**src/icsw_pkg.sv**
```systemverilog
`default_nettype none
package icsw_pkg;
  ////////////////////////////////////////////////////////////////////////////
  // timing
  localparam int CLK_PERIOD_NS = 10;
  localparam int MCLK_HZ = 100_000_000;
  // plain default budget for a relock, not a documented figure
  localparam int PLL_LOCK_US = 2000;
  localparam int CONV_RC_HZ = 600_000;
  // half period of the converter clock, rounded down
  localparam int CONV_HALF = MCLK_HZ / (2 * CONV_RC_HZ);
  localparam int MID_SLOW_MUL = 16;
  ////////////////////////////////////////////////////////////////////////////
  // source codes
  localparam logic [2:0] SRC_EXT = 3'h7;
  localparam logic [2:0] SRC_HF = 3'h6;
  localparam logic [2:0] SRC_LF = 3'h5;
  localparam logic [2:0] SRC_SOSC = 3'h4;
  localparam logic [2:0] SRC_PLL = 3'h2;
  localparam logic [2:0] RST_HF_1M = 3'h6;
  localparam logic [2:0] RST_HF_64M = 3'h0;
  localparam logic [3:0] DIV_BY1 = 4'h0;
  localparam logic [3:0] DIV_BY4 = 4'h2;
  localparam logic [3:0] DIV_MAX = 4'h9;
  localparam logic [3:0] FRQ_4M = 4'h2;
  localparam logic [3:0] FRQ_64M = 4'h8;
  localparam logic [3:0] FRQ_MAX = 4'h8;
  localparam logic [5:0] TUNE_RST = 6'h00;
  ////////////////////////////////////////////////////////////////////////////
  // bit positions
  localparam int ST_EXT = 7;
  localparam int ST_HF = 6;
  localparam int ST_MID = 5;
  localparam int ST_LF = 4;
  localparam int ST_SOSC = 3;
  localparam int ST_CONV = 2;
  localparam int ST_PLL = 0;
  localparam int RR_PLL = 0;
  localparam int RR_CONV = 1;
  localparam int RR_SOSC = 2;
  localparam int RR_LF = 3;
  localparam int RR_HF = 4;
  localparam int RR_EXT = 5;
  localparam int CK_EXT = 0;
  localparam int CK_HF = 1;
  localparam int CK_LF = 2;
  localparam int CK_SOSC = 3;
  localparam int CK_PLL = 4;
  localparam int EN_CONV = 0;
  localparam int EN_SOSC = 1;
  localparam int EN_LF = 2;
  localparam int EN_HF = 3;
  localparam int EN_EXT = 4;
  ////////////////////////////////////////////////////////////////////////////
  typedef struct packed {
    logic [2:0] src;
    logic [3:0] div;
  } icsw_sel_s;
  typedef logic signed [5:0] icsw_tune_t;
  typedef enum {S_IDLE, S_WAIT, S_HOLD, S_LOCK, S_SWAP} icsw_state_e;
endpackage
`default_nettype wire

```
**src/icsw_core.sv**
```systemverilog
`timescale 1ns/10ps
`default_nettype none
// Contract
// - config 110 gives 1 MHz, 000 64 MHz
// - post divider 1:1 up to 1:512
// - constant 500 kHz and 31.25 kHz mid clocks
// - mid clocks never selectable as system clock
// - low-frequency clock feeds timer, watchdog, monitor
// - converter clock 600 kHz, manual or auto enable
// - tune resets zero, six-bit two's complement
// - tune touches only high-frequency oscillator
// - tune drifts, no completion status
// - ready bit per oscillator, no PLL enable
// - frequency write clears hf and mid ready
// - mid clocks freeze while frequency change pending
// - switch enable gates request writes
// - old clock runs until new source ready
// - ready and interrupt flag set together
// - switch interrupt never wakes from sleep
// - hold clear switches as soon as ready
// - hold set keeps old clock; abandon by copy
// - switch on next cycle regardless of doze
// - current fields update at switch, ready cleared
// - PLL input change suspends, lock failure flagged
// - sleep pauses pending switch unless in lock or swap, resumes on wake without rerequest
// - source code decode with reserved codes
// - divider codes 0 to 9, rest reserved
// - reserved source write is ignored
module icsw_core
  import icsw_pkg::*;
#(
  parameter int LOCK_CYCLES = (PLL_LOCK_US * 1000) / CLK_PERIOD_NS
)
(
  input wire logic MCLK,
  input wire logic SRST,
  input wire logic [2:0] RESET_SOURCE_CONFIG,
  input wire logic CLOCK_SWITCH_ENABLE,
  input wire logic REQ_WR,
  input wire icsw_sel_s REQ_SEL,
  input wire logic SWITCH_HOLD,
  input wire logic SWITCH_INT_ENABLE,
  input wire logic SWITCH_FLAG_CLR,
  input wire logic SLEEP,
  input wire logic HF_FREQ_WR,
  input wire logic [3:0] HF_FREQ_SELECT,
  input wire logic TUNE_WR,
  input wire icsw_tune_t FREQ_TUNE_IN,
  input wire logic [4:0] OSC_MANUAL_ENABLE,
  input wire logic CONV_SELECTS_RC,
  input wire logic [5:0] OSC_READY_RAW,
  input wire logic [4:0] OSC_CLK_RAW,
  output logic SYS_CLK,
  output logic MID_CLK_500K,
  output logic MID_CLK_31K,
  output logic LF_CLK_OUT,
  output logic CONV_RC_CLK,
  output logic [4:0] OSC_ENABLE,
  output logic [7:0] OSC_READY_STATUS,
  output var icsw_sel_s CURRENT_SEL,
  output var icsw_sel_s REQUESTED_SEL,
  output logic NEW_SOURCE_READY,
  output logic OSC_SWITCH_DONE,
  output logic SWITCH_INT_FLAG,
  output logic SWITCH_IRQ,
  output logic [3:0] HF_FREQ_FIELD,
  output var icsw_tune_t FREQ_TUNE,
  output logic CORE_SUSPEND,
  output logic FAILSAFE_TRIGGER
);
  localparam int LCW = $clog2(LOCK_CYCLES + 1);
  localparam int CHW = $clog2(CONV_HALF + 1);

  if (LOCK_CYCLES < 1)
  begin : g_chk
    $error("icsw_core: lock budget below one cycle");
  end

  ////////////////////////////////////////////////////////////////////////////
  function automatic logic valid_src(input logic [2:0] s);
    return (s == SRC_EXT) || (s == SRC_HF) || (s == SRC_LF) ||
           (s == SRC_SOSC) || (s == SRC_PLL);
  endfunction

  // mid clocks have no code here, so they can never be picked
  function automatic logic src_pick(input logic [2:0] s,
                                    input logic [4:0] v);
    logic r;
    r = 1'b0;
    case (s)
      SRC_EXT: r = v[CK_EXT];
      SRC_HF: r = v[CK_HF];
      SRC_LF: r = v[CK_LF];
      SRC_SOSC: r = v[CK_SOSC];
      SRC_PLL: r = v[CK_PLL];
      default: r = 1'b0;
    endcase
    return r;
  endfunction

  function automatic icsw_sel_s rst_sel(input logic [2:0] c);
    icsw_sel_s r;
    r.src = c;
    r.div = DIV_BY1;
    if (c == RST_HF_1M)
      r.div = DIV_BY4;
    else if (!valid_src(c))
      r.src = SRC_HF;
    return r;
  endfunction

  // hf rising edges per half period of the 500 kHz clock
  function automatic logic [6:0] mid_half(input logic [3:0] f);
    logic [6:0] h;
    h = 7'h01;
    case (f)
      4'h0: h = 7'h01;
      4'h1: h = 7'h02;
      4'h2: h = 7'h04;
      4'h3: h = 7'h08;
      4'h4: h = 7'h0c;
      4'h5: h = 7'h10;
      4'h6: h = 7'h20;
      4'h7: h = 7'h30;
      default: h = 7'h40;
    endcase
    return h;
  endfunction

  ////////////////////////////////////////////////////////////////////////////
  logic [10:0] sync_out;
  logic [5:0] rdy;
  logic [4:0] clk_lvl;
  logic [4:0] rdy_vec;
  icsw_state_e state_q;
  icsw_sel_s cur_q;
  icsw_sel_s req_q;
  icsw_sel_s a_sel;
  icsw_sel_s b_sel;
  logic sel_q;
  logic lvl_a;
  logic lvl_b;
  logic old_lvl;
  logic new_lvl;
  logic pending;
  logic new_ready;
  logic pll_change;
  logic commit;
  logic lock_fail;
  logic nsr_set;
  logic [LCW-1:0] lock_cnt_q;
  logic [3:0] frq_q;
  logic settle_q;
  logic hf_prev_q;
  logic hfr_prev_q;
  logic [6:0] mid_cnt_q;
  logic [3:0] mid_sub_q;
  logic [CHW-1:0] conv_cnt_q;
  logic conv_en;

  icsw_sync #(.W(11)) u_sync (
    .clk(MCLK),
    .rst(SRST),
    .d({OSC_CLK_RAW, OSC_READY_RAW}),
    .q(sync_out)
  );
  assign rdy = sync_out[5:0];
  assign clk_lvl = sync_out[10:6];
  // the PLL source is ready once its reference is; lock is checked later
  assign rdy_vec = {rdy[RR_EXT], rdy[RR_SOSC], rdy[RR_LF], rdy[RR_HF],
                    rdy[RR_EXT]};

  ////////////////////////////////////////////////////////////////////////////
  // two dividers swap roles so the live one never changes phase at commit
  assign a_sel = sel_q ? req_q : cur_q;
  assign b_sel = sel_q ? cur_q : req_q;

  icsw_div u_div_a (
    .clk(MCLK),
    .rst(SRST),
    .lvl_in(src_pick(a_sel.src, clk_lvl)),
    .div(a_sel.div),
    .lvl_out(lvl_a)
  );

  icsw_div u_div_b (
    .clk(MCLK),
    .rst(SRST),
    .lvl_in(src_pick(b_sel.src, clk_lvl)),
    .div(b_sel.div),
    .lvl_out(lvl_b)
  );

  assign old_lvl = sel_q ? lvl_b : lvl_a;
  assign new_lvl = sel_q ? lvl_a : lvl_b;
  assign pending = (req_q != cur_q);
  assign new_ready = (req_q.src == cur_q.src) ||
                     src_pick(req_q.src, rdy_vec);
  assign pll_change = (req_q.src == SRC_PLL) != (cur_q.src == SRC_PLL);
  // the commit waits only on clock levels, never on the core
  assign commit = (state_q == S_SWAP) && !old_lvl && !new_lvl &&
                  !SYS_CLK;
  assign lock_fail = (state_q == S_LOCK) && !rdy[RR_PLL] &&
                     (lock_cnt_q == '0);
  assign nsr_set = (state_q == S_WAIT) && pending && !SLEEP && new_ready;

  ////////////////////////////////////////////////////////////////////////////
  always_ff @(posedge MCLK)
  begin
    if (SRST)
      state_q <= S_IDLE;
    else
    begin
      unique case (state_q)
        S_IDLE:
          if (pending && !SLEEP)
            state_q <= S_WAIT;
        S_WAIT:
          if (SLEEP || !pending)
            state_q <= S_IDLE;
          else if (new_ready)
            state_q <= S_HOLD;
        S_HOLD:
          if (SLEEP || !pending)
            state_q <= S_IDLE;
          else if (!SWITCH_HOLD)
            state_q <= pll_change ? S_LOCK : S_SWAP;
        S_LOCK:
          if (rdy[RR_PLL])
            state_q <= S_SWAP;
          else if (lock_cnt_q == '0)
            state_q <= S_IDLE;
        S_SWAP:
          if (commit)
            state_q <= S_IDLE;
      endcase
    end
  end

  always_ff @(posedge MCLK)
  begin
    if (SRST || state_q != S_LOCK)
      lock_cnt_q <= LCW'(LOCK_CYCLES - 1);
    else if (lock_cnt_q != '0)
      lock_cnt_q <= lock_cnt_q - LCW'(1);
  end

  // strap is taken while the synchronous reset is held
  always_ff @(posedge MCLK)
  begin
    if (SRST)
      req_q <= rst_sel(RESET_SOURCE_CONFIG);
    else if (lock_fail)
      req_q <= cur_q;
    else if (REQ_WR && CLOCK_SWITCH_ENABLE && valid_src(REQ_SEL.src) &&
             REQ_SEL.div <= DIV_MAX)
      req_q <= REQ_SEL;
  end

  always_ff @(posedge MCLK)
  begin
    if (SRST)
    begin
      cur_q <= rst_sel(RESET_SOURCE_CONFIG);
      sel_q <= 1'b0;
    end
    else if (commit)
    begin
      cur_q <= req_q;
      sel_q <= ~sel_q;
    end
  end

  // the output can only fall during a swap, then sits low until commit
  always_ff @(posedge MCLK)
  begin
    if (SRST)
      SYS_CLK <= 1'b0;
    else if (state_q == S_SWAP)
      SYS_CLK <= SYS_CLK & old_lvl;
    else
      SYS_CLK <= old_lvl;
  end

  ////////////////////////////////////////////////////////////////////////////
  always_ff @(posedge MCLK)
  begin
    if (SRST)
    begin
      NEW_SOURCE_READY <= 1'b0;
      OSC_SWITCH_DONE <= 1'b1;
      SWITCH_INT_FLAG <= 1'b0;
      SWITCH_IRQ <= 1'b0;
      CORE_SUSPEND <= 1'b0;
      FAILSAFE_TRIGGER <= 1'b0;
    end
    else
    begin
      if (nsr_set)
        NEW_SOURCE_READY <= 1'b1;
      else if (commit || lock_fail ||
               (state_q == S_HOLD && (SLEEP || !pending)))
        NEW_SOURCE_READY <= 1'b0;
      if (commit)
        OSC_SWITCH_DONE <= 1'b1;
      else if (pending)
        OSC_SWITCH_DONE <= 1'b0;
      // a new event beats a clear in the same cycle
      if (nsr_set)
        SWITCH_INT_FLAG <= 1'b1;
      else if (SWITCH_FLAG_CLR)
        SWITCH_INT_FLAG <= 1'b0;
      SWITCH_IRQ <= SWITCH_INT_FLAG && SWITCH_INT_ENABLE && !SLEEP;
      CORE_SUSPEND <= (state_q == S_LOCK);
      FAILSAFE_TRIGGER <= lock_fail;
    end
  end

  ////////////////////////////////////////////////////////////////////////////
  // frequency select and ready tracking
  always_ff @(posedge MCLK)
  begin
    if (SRST)
    begin
      frq_q <= (RESET_SOURCE_CONFIG == RST_HF_64M) ? FRQ_64M : FRQ_4M;
      settle_q <= 1'b0;
      hfr_prev_q <= 1'b0;
    end
    else
    begin
      hfr_prev_q <= rdy[RR_HF];
      if (HF_FREQ_WR && HF_FREQ_SELECT <= FRQ_MAX)
      begin
        frq_q <= HF_FREQ_SELECT;
        settle_q <= 1'b1;
      end
      else if (rdy[RR_HF] && !hfr_prev_q)
        settle_q <= 1'b0;
    end
  end

  // tune only goes to the hf oscillator; drift is analog and unreported
  always_ff @(posedge MCLK)
  begin
    if (SRST)
      FREQ_TUNE <= icsw_tune_t'(TUNE_RST);
    else if (TUNE_WR)
      FREQ_TUNE <= FREQ_TUNE_IN;
  end

  ////////////////////////////////////////////////////////////////////////////
  // mid clocks count hf edges; the count adapts to the hf setting
  always_ff @(posedge MCLK)
  begin
    if (SRST)
    begin
      hf_prev_q <= 1'b0;
      mid_cnt_q <= 7'h00;
      mid_sub_q <= 4'h0;
      MID_CLK_500K <= 1'b0;
      MID_CLK_31K <= 1'b0;
    end
    else
    begin
      hf_prev_q <= clk_lvl[CK_HF];
      if (!settle_q && clk_lvl[CK_HF] && !hf_prev_q)
      begin
        if (mid_cnt_q >= mid_half(frq_q) - 7'h01)
        begin
          mid_cnt_q <= 7'h00;
          MID_CLK_500K <= ~MID_CLK_500K;
          mid_sub_q <= mid_sub_q + 4'h1;
          if (mid_sub_q == 4'(MID_SLOW_MUL - 1))
            MID_CLK_31K <= ~MID_CLK_31K;
        end
        else
          mid_cnt_q <= mid_cnt_q + 7'h01;
      end
    end
  end

  assign conv_en = OSC_MANUAL_ENABLE[EN_CONV] || CONV_SELECTS_RC;

  always_ff @(posedge MCLK)
  begin
    if (SRST || !conv_en)
    begin
      conv_cnt_q <= '0;
      CONV_RC_CLK <= 1'b0;
    end
    else if (conv_cnt_q == CHW'(CONV_HALF - 1))
    begin
      conv_cnt_q <= '0;
      CONV_RC_CLK <= ~CONV_RC_CLK;
    end
    else
      conv_cnt_q <= conv_cnt_q + CHW'(1);
  end

  ////////////////////////////////////////////////////////////////////////////
  // enables and status; there is deliberately no PLL enable
  always_ff @(posedge MCLK)
  begin
    if (SRST)
    begin
      OSC_ENABLE <= 5'h00;
      OSC_READY_STATUS <= 8'h00;
      LF_CLK_OUT <= 1'b0;
      HF_FREQ_FIELD <= 4'h0;
      CURRENT_SEL <= '0;
      REQUESTED_SEL <= '0;
    end
    else
    begin
      OSC_ENABLE[EN_CONV] <= conv_en;
      OSC_ENABLE[EN_SOSC] <= OSC_MANUAL_ENABLE[EN_SOSC] ||
        cur_q.src == SRC_SOSC || req_q.src == SRC_SOSC;
      OSC_ENABLE[EN_LF] <= OSC_MANUAL_ENABLE[EN_LF] ||
        cur_q.src == SRC_LF || req_q.src == SRC_LF;
      OSC_ENABLE[EN_HF] <= OSC_MANUAL_ENABLE[EN_HF] ||
        cur_q.src == SRC_HF || req_q.src == SRC_HF;
      OSC_ENABLE[EN_EXT] <= OSC_MANUAL_ENABLE[EN_EXT] ||
        cur_q.src == SRC_EXT || req_q.src == SRC_EXT ||
        cur_q.src == SRC_PLL || req_q.src == SRC_PLL;
      OSC_READY_STATUS[ST_EXT] <= rdy[RR_EXT];
      OSC_READY_STATUS[ST_HF] <= rdy[RR_HF] && !settle_q;
      OSC_READY_STATUS[ST_MID] <= rdy[RR_HF] && !settle_q;
      OSC_READY_STATUS[ST_LF] <= rdy[RR_LF];
      OSC_READY_STATUS[ST_SOSC] <= rdy[RR_SOSC];
      OSC_READY_STATUS[ST_CONV] <= rdy[RR_CONV];
      OSC_READY_STATUS[1] <= 1'b0;
      OSC_READY_STATUS[ST_PLL] <= rdy[RR_PLL];
      LF_CLK_OUT <= clk_lvl[CK_LF];
      HF_FREQ_FIELD <= frq_q;
      // shown in the same cycle as the done bit, not one behind it
      CURRENT_SEL <= commit ? req_q : cur_q;
      REQUESTED_SEL <= req_q;
    end
  end

  ////////////////////////////////////////////////////////////////////////////
  a_src_reserved: assert property (@(posedge MCLK) disable iff (SRST)
    REQ_WR && !valid_src(REQ_SEL.src) && state_q != S_LOCK
    |=> req_q == $past(req_q))
    else $error("reserved source code was stored");
  a_wr_locked: assert property (@(posedge MCLK) disable iff (SRST)
    !CLOCK_SWITCH_ENABLE && state_q != S_LOCK |=> $stable(req_q))
    else $error("request changed with switching disabled");
  a_flag_pair: assert property (@(posedge MCLK) disable iff (SRST)
    $rose(NEW_SOURCE_READY) |-> SWITCH_INT_FLAG)
    else $error("ready set without the interrupt flag");
  a_hold_keeps: assert property (@(posedge MCLK) disable iff (SRST)
    state_q == S_HOLD && SWITCH_HOLD |=> $stable(cur_q) ##1 $stable(cur_q))
    else $error("clock changed while held");
  a_commit_low: assert property (@(posedge MCLK) disable iff (SRST)
    cur_q != $past(cur_q) |-> !$past(old_lvl) && !$past(new_lvl)
      && !$past(SYS_CLK))
    else $error("hand over while a clock was high");
  a_switch_done: assert property (@(posedge MCLK) disable iff (SRST)
    commit |=> !NEW_SOURCE_READY && OSC_SWITCH_DONE && CURRENT_SEL == cur_q)
    else $error("switch did not update status");
  a_irq_sleep: assert property (@(posedge MCLK) disable iff (SRST)
    SLEEP |=> !SWITCH_IRQ)
    else $error("switch interrupt raised during sleep");
  a_lock_susp: assert property (@(posedge MCLK) disable iff (SRST)
    state_q == S_LOCK |=> CORE_SUSPEND)
    else $error("no suspend during relock");
  a_same_ready: assert property (@(posedge MCLK) disable iff (SRST)
    state_q == S_WAIT && pending && !SLEEP && req_q.src == cur_q.src
    |=> NEW_SOURCE_READY)
    else $error("divider-only change not ready at once");
  a_hf_clear: assert property (@(posedge MCLK) disable iff (SRST)
    HF_FREQ_WR && HF_FREQ_SELECT <= FRQ_MAX
    |=> ##1 !OSC_READY_STATUS[ST_HF] && !OSC_READY_STATUS[ST_MID])
    else $error("ready bits not cleared by frequency write");
  a_no_hold_go: assert property (@(posedge MCLK) disable iff (SRST)
    state_q == S_HOLD && !SWITCH_HOLD && pending && !SLEEP && !pll_change
    |=> state_q == S_SWAP)
    else $error("switch did not proceed with hold clear");
endmodule
`default_nettype wire

```
**src/icsw_div.sv**
```systemverilog
`timescale 1ns/10ps
`default_nettype none
module icsw_div
  import icsw_pkg::*;
(
  input wire logic clk,
  input wire logic rst,
  input wire logic lvl_in,
  input wire logic [3:0] div,
  output logic lvl_out
);
  logic in_q;
  logic [8:0] cnt_q;

  always_ff @(posedge clk)
  begin
    if (rst)
    begin
      in_q <= 1'b0;
      cnt_q <= 9'h000;
    end
    else
    begin
      in_q <= lvl_in;
      if (lvl_in && !in_q)
        cnt_q <= cnt_q + 9'h001;
    end
  end

  // bit k of a rising-edge counter divides by 2^(k+1)
  always_comb
  begin
    if (div == DIV_BY1 || div > DIV_MAX)
      lvl_out = lvl_in;
    else
      lvl_out = cnt_q[div - 4'h1];
  end
endmodule
`default_nettype wire

```
**src/icsw_sync.sv**
```systemverilog
`timescale 1ns/10ps
`default_nettype none
module icsw_sync
  import icsw_pkg::*;
#(
  parameter int W = 1
)
(
  input wire logic clk,
  input wire logic rst,
  input wire logic [W-1:0] d,
  output logic [W-1:0] q
);
  logic [W-1:0] meta_q;

  if (W < 1)
  begin : g_chk
    $error("icsw_sync: width below one");
  end

  // meta_q feeds only the second stage
  always_ff @(posedge clk)
  begin
    if (rst)
    begin
      meta_q <= '0;
      q <= '0;
    end
    else
    begin
      meta_q <= d;
      q <= meta_q;
    end
  end
endmodule
`default_nettype wire

```
**config.mk**
```make
export PLATFORM = sky130hd
export DESIGN_NAME = icsw_core
export DESIGN_NICKNAME = d
export VERILOG_FILES = /design/src/icsw_pkg.sv /design/src/icsw_core.sv /design/src/icsw_div.sv /design/src/icsw_sync.sv
export SDC_FILE = /design/constraint.sdc
export NUM_CORES = 1
export LEC_CHECK = 0
export BUFFER_PORTS_ARGS = -buffer_cell sky130_fd_sc_hd__buf_4
export CORE_ASPECT_RATIO = 0.7
export CORE_MARGIN = 3
export CORE_UTILIZATION = 40
export CTS_CLUSTER_DIAMETER = 150
export DETAILED_ROUTE_END_ITERATION = 8
export PLACE_DENSITY = 0.57
export SLEW_MARGIN = 15
export SYNTH_ARGS = -nofsm -noshare
export SYNTH_HDL_FRONTEND = slang
export SYNTH_SLANG_ARGS = --single-unit
```
**constraint.sdc**
```tcl
create_clock -name MCLK -period 4.2 [get_ports MCLK]
set_input_delay 0 -clock MCLK [delete_from_list [all_inputs] [get_ports MCLK]]
set_output_delay 0 -clock MCLK [all_outputs]
set_load 0.01 [all_outputs]
```
# Word level (Yosys, flattened, before mapping)
# Memories as Yosys holds them, arrays and structs flattened. A register that Yosys moved wholly into a read port is not among the register bits.
# Cells that the tools add are included.
word_totals:
  ff_bits: 180
  latch_bits: 0
  ram_bits: 0
  romBits: 48
  input_bits: 47
  output_inout_bits: 48
  elab_cells: 235
  mem_count: 1
memory_table:
  columns: ["memory", "words", "word_bits", "rd", "rd_clocked_by_memory_dff", "write_ports", "line_no", "rtl"]
  rows:
  - ["(name not given)", 8, 6, 1, 1, 0, "icsw_core.sv:116", "case (f)"]
classes:
  n_addsub: 9
  n_mul: 0
  div: 0
  order_cmp: 7
  n_eq_ne: 49
  shift: 0
  n_mux: 46
  bitwise: 5
  reduce_logical: 78
op_table:
  columns: ["operator", "n"]
  rows:
  - ["32-bit 2-to-1 mux", 8]
  - ["32-bit one-hot mux with 5 select lines", 1]
  - ["32-bit by 2-bit == test with 1-bit output, second input constant", 3]
  - ["32-bit by 3-bit == test with 1-bit output, second input constant", 3]
  - ["7-bit 2-to-1 mux", 11]
  - ["3-bit == test, second input constant", 24]
  - ["32-bit by 1-bit == test with 1-bit output, second input constant", 1]
  - ["32-bit by 4-bit == test with 1-bit output, second input constant", 1]
  - ["32-bit zero test", 1]
  - ["32-bit by 3-bit != test with 1-bit output, second input constant", 1]
  - ["1-bit logical OR", 27]
  - ["1-bit logical AND", 22]
  - ["9-bit by 1-bit adder with 9-bit output, second input constant", 2]
  - ["3-bit by 2-bit == test with 1-bit output, second input constant", 6]
  - ["18-bit zero test", 1]
  - ["18-bit nonzero test", 1]
  - ["18-bit by 1-bit subtractor with 18-bit output, second input constant", 1]
  - ["7-bit by 1-bit adder with 7-bit output, second input constant", 2]
  - ["1-bit 2-to-1 mux", 13]
  - ["1-bit zero test", 12]
  - ["3-bit 2-to-1 mux", 4]
  - ["4-bit 2-to-1 mux", 3]
  - ["4-bit by 5-bit less-than comparator with 1-bit output, second input constant", 2]
  - ["1-bit one-hot mux with 5 select lines", 2]
  - ["27 further kinds", 42]

# Logic depth before layout (Yosys ltp)
depth:
  word_depth: 14
  depth_mapped: 14
  mapped_depth_nobuf: 13

# Cells and area by module
# From an unflattened synthesis, not the netlist that was laid out.
hier_totals:
  cells_unflattened: 700
  area_unflattened_um2: 6804.0
by_module_without_submodules:
  columns: ["mod", "instances", "cells_per_inst", "area_per_inst_um2", "seq_area_each_um2"]
  rows:
  - ["icsw_core", 1, 524, 4989.8, 2312.2]
  - ["icsw_div", 2, 65, 586.8, 200.2]
  - ["icsw_sync", 1, 46, 640.6, 440.4]

# Least setup slack after synthesis
# No wires, ideal clock.
synth_path:
  kind: "register to register"
  startpoint: "reg sel_q"
  endpoint: "reg OSC_SWITCH_DONE"
  setup_ps: 122
  arrival_ps: 2834
  required_time_ps: 4078
  path_slack_ps: 1244
  path_stages_with_launch: 12
  path_buffers: 3
  period_less_slack_ps: 2956
  path_cell_list: "dfxtp_1 > buf_6 > buf_8 > mux2i_1 > ha_1 > buf_1 > mux2i_1 > a211o_1 > a211oi_2 > a2bb2oi_4 > nor2_2 > a311o_1"
synth_via:
  elab_chain_cells: 11
  elab_cells_between_ends: 36
  classes_between: "add/sub (2); order compare (2); eq/ne (10); mux (12); reduce/logical (10)"
synth_rtl:
  columns: ["element", "line_no", "rtl"]
  rows:
  - ["start: declaration", "icsw_core.sv:140", "logic sel_q;"]
  - ["start signal: assignment", "icsw_core.sv:270", "sel_q <= ~sel_q;"]
  - ["7-bit 2-to-1 mux, on equally long branches", "icsw_core.sv:175, icsw_core.sv:176", null]
  - ["4-bit by 1-bit subtractor with 4-bit output", "icsw_div.sv:36", "lvl_out = cnt_q[div - 4'h1];"]
  - ["1-bit binary-select mux with 4-bit select", "icsw_div.sv:36", null]
  - ["1-bit 2-to-1 mux (implied by the code)", "icsw_div.sv:36", null]
  - ["1-bit 2-to-1 mux", "icsw_div.sv:33", "if (div == DIV_BY1 || div > DIV_MAX)"]
  - ["1-bit 2-to-1 mux", "icsw_core.sv:194", "assign old_lvl = sel_q ? lvl_b : lvl_a;"]
  - ["1-bit zero test", "icsw_core.sv:201", "assign commit = (state_q == S_SWAP) && !old_lvl && !new_lvl &&"]
  - ["1-bit logical AND", "icsw_core.sv:201", null]
  - ["1-bit logical AND * (2 in a row)", "icsw_core.sv:201", null]
  - ["2-bit OR reduction (no line) *", null, null]
  - ["end signal: assignment", "icsw_core.sv:291", "OSC_SWITCH_DONE <= 1'b1;"]
  - ["end signal: assignment", "icsw_core.sv:305", "OSC_SWITCH_DONE <= 1'b1;"]
  - ["end signal: assignment", "icsw_core.sv:307", "OSC_SWITCH_DONE <= 1'b0;"]
  - ["end: declaration", "icsw_core.sv:63", "output logic OSC_SWITCH_DONE,"]
# Every way passes the cells marked *; elsewhere a longest branch is shown, timed or not. The select of a mux whose other input is x is not followed.
# A chain may end at the register's enable or synchronous reset.

# Worst setup path in the final report
# Same ends and word-level chain as after synthesis.

==> run summary <==
Critical R2R Launch: sel_q
FF-to-FF path depth: 8
Die X: 164 µm
# Max-Cap Violations: 0
Max Root-Sink Buffers: 2
CTS H-tree lvls: 4
Critical Path Max Stage Delay: 640 ps
Max Freq: 0.302 GHz
Min-Delay Path Class: in -> reg
Net Sw Frac: 24.1%
Worst Clk Skew: 10.3 ps
Antenna violations before repair: 0
Net count, final: 944
Crit path to: OSC_SWITCH_DONE
CP startpoint: sel_q
Violation count after the first detailed-route iteration: 315
Power share of the combinational group: 11.2%
Total core area: 16,700 µm²
Starting Density: 41.8%
Finished Core Util: 53.2%
Routed vias/inst: 5.13
Int Power: 2.66 mW
DIE AREA: 19,100 µm²
Number of synthesized register bits: 152
Clock group share of total power: 43.6%
Max-slew headroom: 48.5%
Most used cell, CP: mux2i_1
Vias: 5,702
Clock-pin slew on the worst setup and hold paths: 60 ps
CP endpoint kind: flop
Layout cells sized above 1: 15.8%
HPWL after detailed placement: 11,500 µm
Pin count of the biggest net entering global routing: 59
Syn-to-layout area delta: 27.1%
Register area share after synthesis: 45.2%
Final hold slack: 55.2 ps
Final period utilization: 78.9%
Mapped Cells: 752
NetSw: 0.842 mW
Period minus WS final: 3310 ps
Filler instances: 1,529
Root Buffer: clkbuf_16
CP Class: reg -> reg
Residual DRC count: 0
Final setup TNS: 0 ps
Placed insts: 1,032
GPL Wtd Cong: 0.829
Worst Path Arrival: 3630 ps
Power per cell area: 394 nW/µm²
FP Rows: 39
Maximum VDD drop: 0.201 mV
Crit Path Max Fanout: 10
Global-route wire length before repair: 27,400 µm
Post-CTS Setup Bufs: 0
Die height: 117 µm
Status: finished, final reports clean
Worst slew pin tran: 768 ps
EDFF count, synth: 11
I/O pin cnt: 95
CTS tree: built
R2R Setup Slk: 890 ps
# hold bufs at CTS: 50
R2R Path End: OSC_SWITCH_DONE
Final setup fails: 0
Final setup margin: 888 ps
CP cell instances: mux2i_1 > ha_1 > mux2i_1 > a211o_1 > a211oi_2 > a2bb2oi_4 > nor2_2 > a311o_1
Hold Vio Cnt, Final: 0
Drt total wl: 16,500 µm
PostCTS Resize Cnt: 0
Routed Antenna Nets: 0
WL per Instance: 14.9 µm
Worst-Skew Late Latency: 430 ps
CTS buffer count: 17
Ant. Diodes: 0
RSZ-0062 raised after global routing: no
Gr ovfl total: 0
Sequential share of power: 45.2%
Drt pass-1 iters: 5
Register Area: 3150 µm²
Average cell area after synthesis: 9.29 µm²
Most used DFF post-synth: dfxtp_1
Final Non-Filler Cells: 1,111
CP Launch Type: flop
Syn_nets: 820
Port Buffer Count: 93
Required time of the critical path: 4510 ps
# clock sinks: 152
Leak Pwr: 3.62 nW
Synth cell types: 75
Worst path slowest cell: dfxtp_1
Multi-input gate area: 3550 µm²
Vias in the first global route: 5,569
Tot GR Track Use: 18.1%
Place WS: 930 ps
Cell area after synthesis: 6980 µm²
Pins Over Slew Limit: 0
Warnings from Yosys: 0
Ys async rst share: 0%
[cell usage in the layout, fill, tap and decap left out, types with 21 or more instances in the layout]
master / count
nand3_1: 30
inv_1: 22
nand2_1: 58
nor2b_1: 47
ha_1: 21
dlygate4sd3_1: 50
xnor2_1: 23
a21oi_1: 32
xor2_1: 33
mux2i_1: 36
dfxtp_1: 141
nor2_1: 79
buf_4: 95
[worst max-delay path: cells and delay by family (launching register included)]
family / cells / cell delay (ps)
muxes: 2 / 790
DFF: 1 / 640
adders and majority gates: 1 / 430
and+or+nand+nor: 1 / 100
AOI/OAI and AO/OA: 4 / 1220
[per-stage QoR]
stage	total power, mW	instance area [µm²]
6_report	3.50	8880
5_1_grt	3.64	8880
3_3_place_gp	1.95	7780
2_1_floorplan	1.83	6980
3_5_place_dp	1.96	7780
4_1_cts	3.52	8880
[power by group through the flow]
stage	sequential [mW]	clock, mW	combinational (mW)
after floorplan	1.59	0	0.235
after global placement	1.61	0	0.345
after detailed placement	1.61	0	0.354
after CTS	1.58	1.55	0.394
after global routing	1.59	1.62	0.437
final	1.58	1.53	0.392
[per-layer routing]
metal	track usage, %	share of wire, %
met3	4.50	5.1
met4	7.49	2.2
met1	24.4	50
met5	0	0
met2	27.9	43
[final cells by class]
type | instances | area share [%]
clock buffer | 24 | 6.02
clock inverter | 5 | 0.662
tap | 225 | 3.17
sequential | 152 | 35.5
inverter | 22 | 0.930
multi-input combinational | 538 | 40.0
timing repair buffer | 145 | 13.7
[how the worst min path moves through the flow]
stage	from	endpoint	slack, ps	depth (start not counted)
floorplan	SLEEP	SWITCH_IRQ	80	1
global placement	SLEEP	SWITCH_IRQ	190	2
detailed placement	SLEEP	SWITCH_IRQ	200	2
CTS	SRST	u_div_b.cnt_q[1]	60	2
global route	SRST	u_sync.meta_q[2]	90	2
finish	SRST	OSC_READY_STATUS[0]	60	2
[sequential cells by signal (all words and copies together) (netlist names), 3 cells and up, named ones only]
register,flops
lock_cnt_q,18
u_sync.meta_q,11
u_sync.q,11
u_div_a.cnt_q,9
u_div_b.cnt_q,9
REQUESTED_SEL,7
conv_cnt_q,7
mid_cnt_q,7
req_q,7
FREQ_TUNE,6
OSC_READY_STATUS,6
OSC_ENABLE,5
CURRENT_SEL,4
HF_FREQ_FIELD,4
cur_q,4
frq_q,4
mid_sub_q,4
state_q,3
[synth_stat cells, types with 8 or more instances]
cell,n,area (µm²)
nand2_1,58,218
nor3b_1,8,60.1
nor2b_1,47,294
xnor2_1,23,201
clkbuf_1,23,86.3
and3_1,8,50.1
nor2_1,79,297
xor2_1,33,289
o21ai_0,19,95.1
ha_1,21,263
nand4_1,9,56.3
edfxtp_1,11,330
nor3_1,16,80.1
inv_1,22,82.6
dfxtp_1,141,2820
mux2i_1,36,360
or3_1,9,56.3
a21oi_1,32,160
buf_1,8,30.0
nand3_1,30,150
nand2b_1,8,50.1
a31oi_1,10,62.6
[logic make-up after synthesis]
group / synth area share (%)
adders and majority gates: 3.76
buffers and inverters: 3.94
muxes: 6.16
xor gates and xnor gates: 7.49
AOI/OAI and AO/OA: 10.2
other: 0.0537
DFF: 45.2
and+or+nand+nor: 23.2
(Power assumes the default switching activity.)
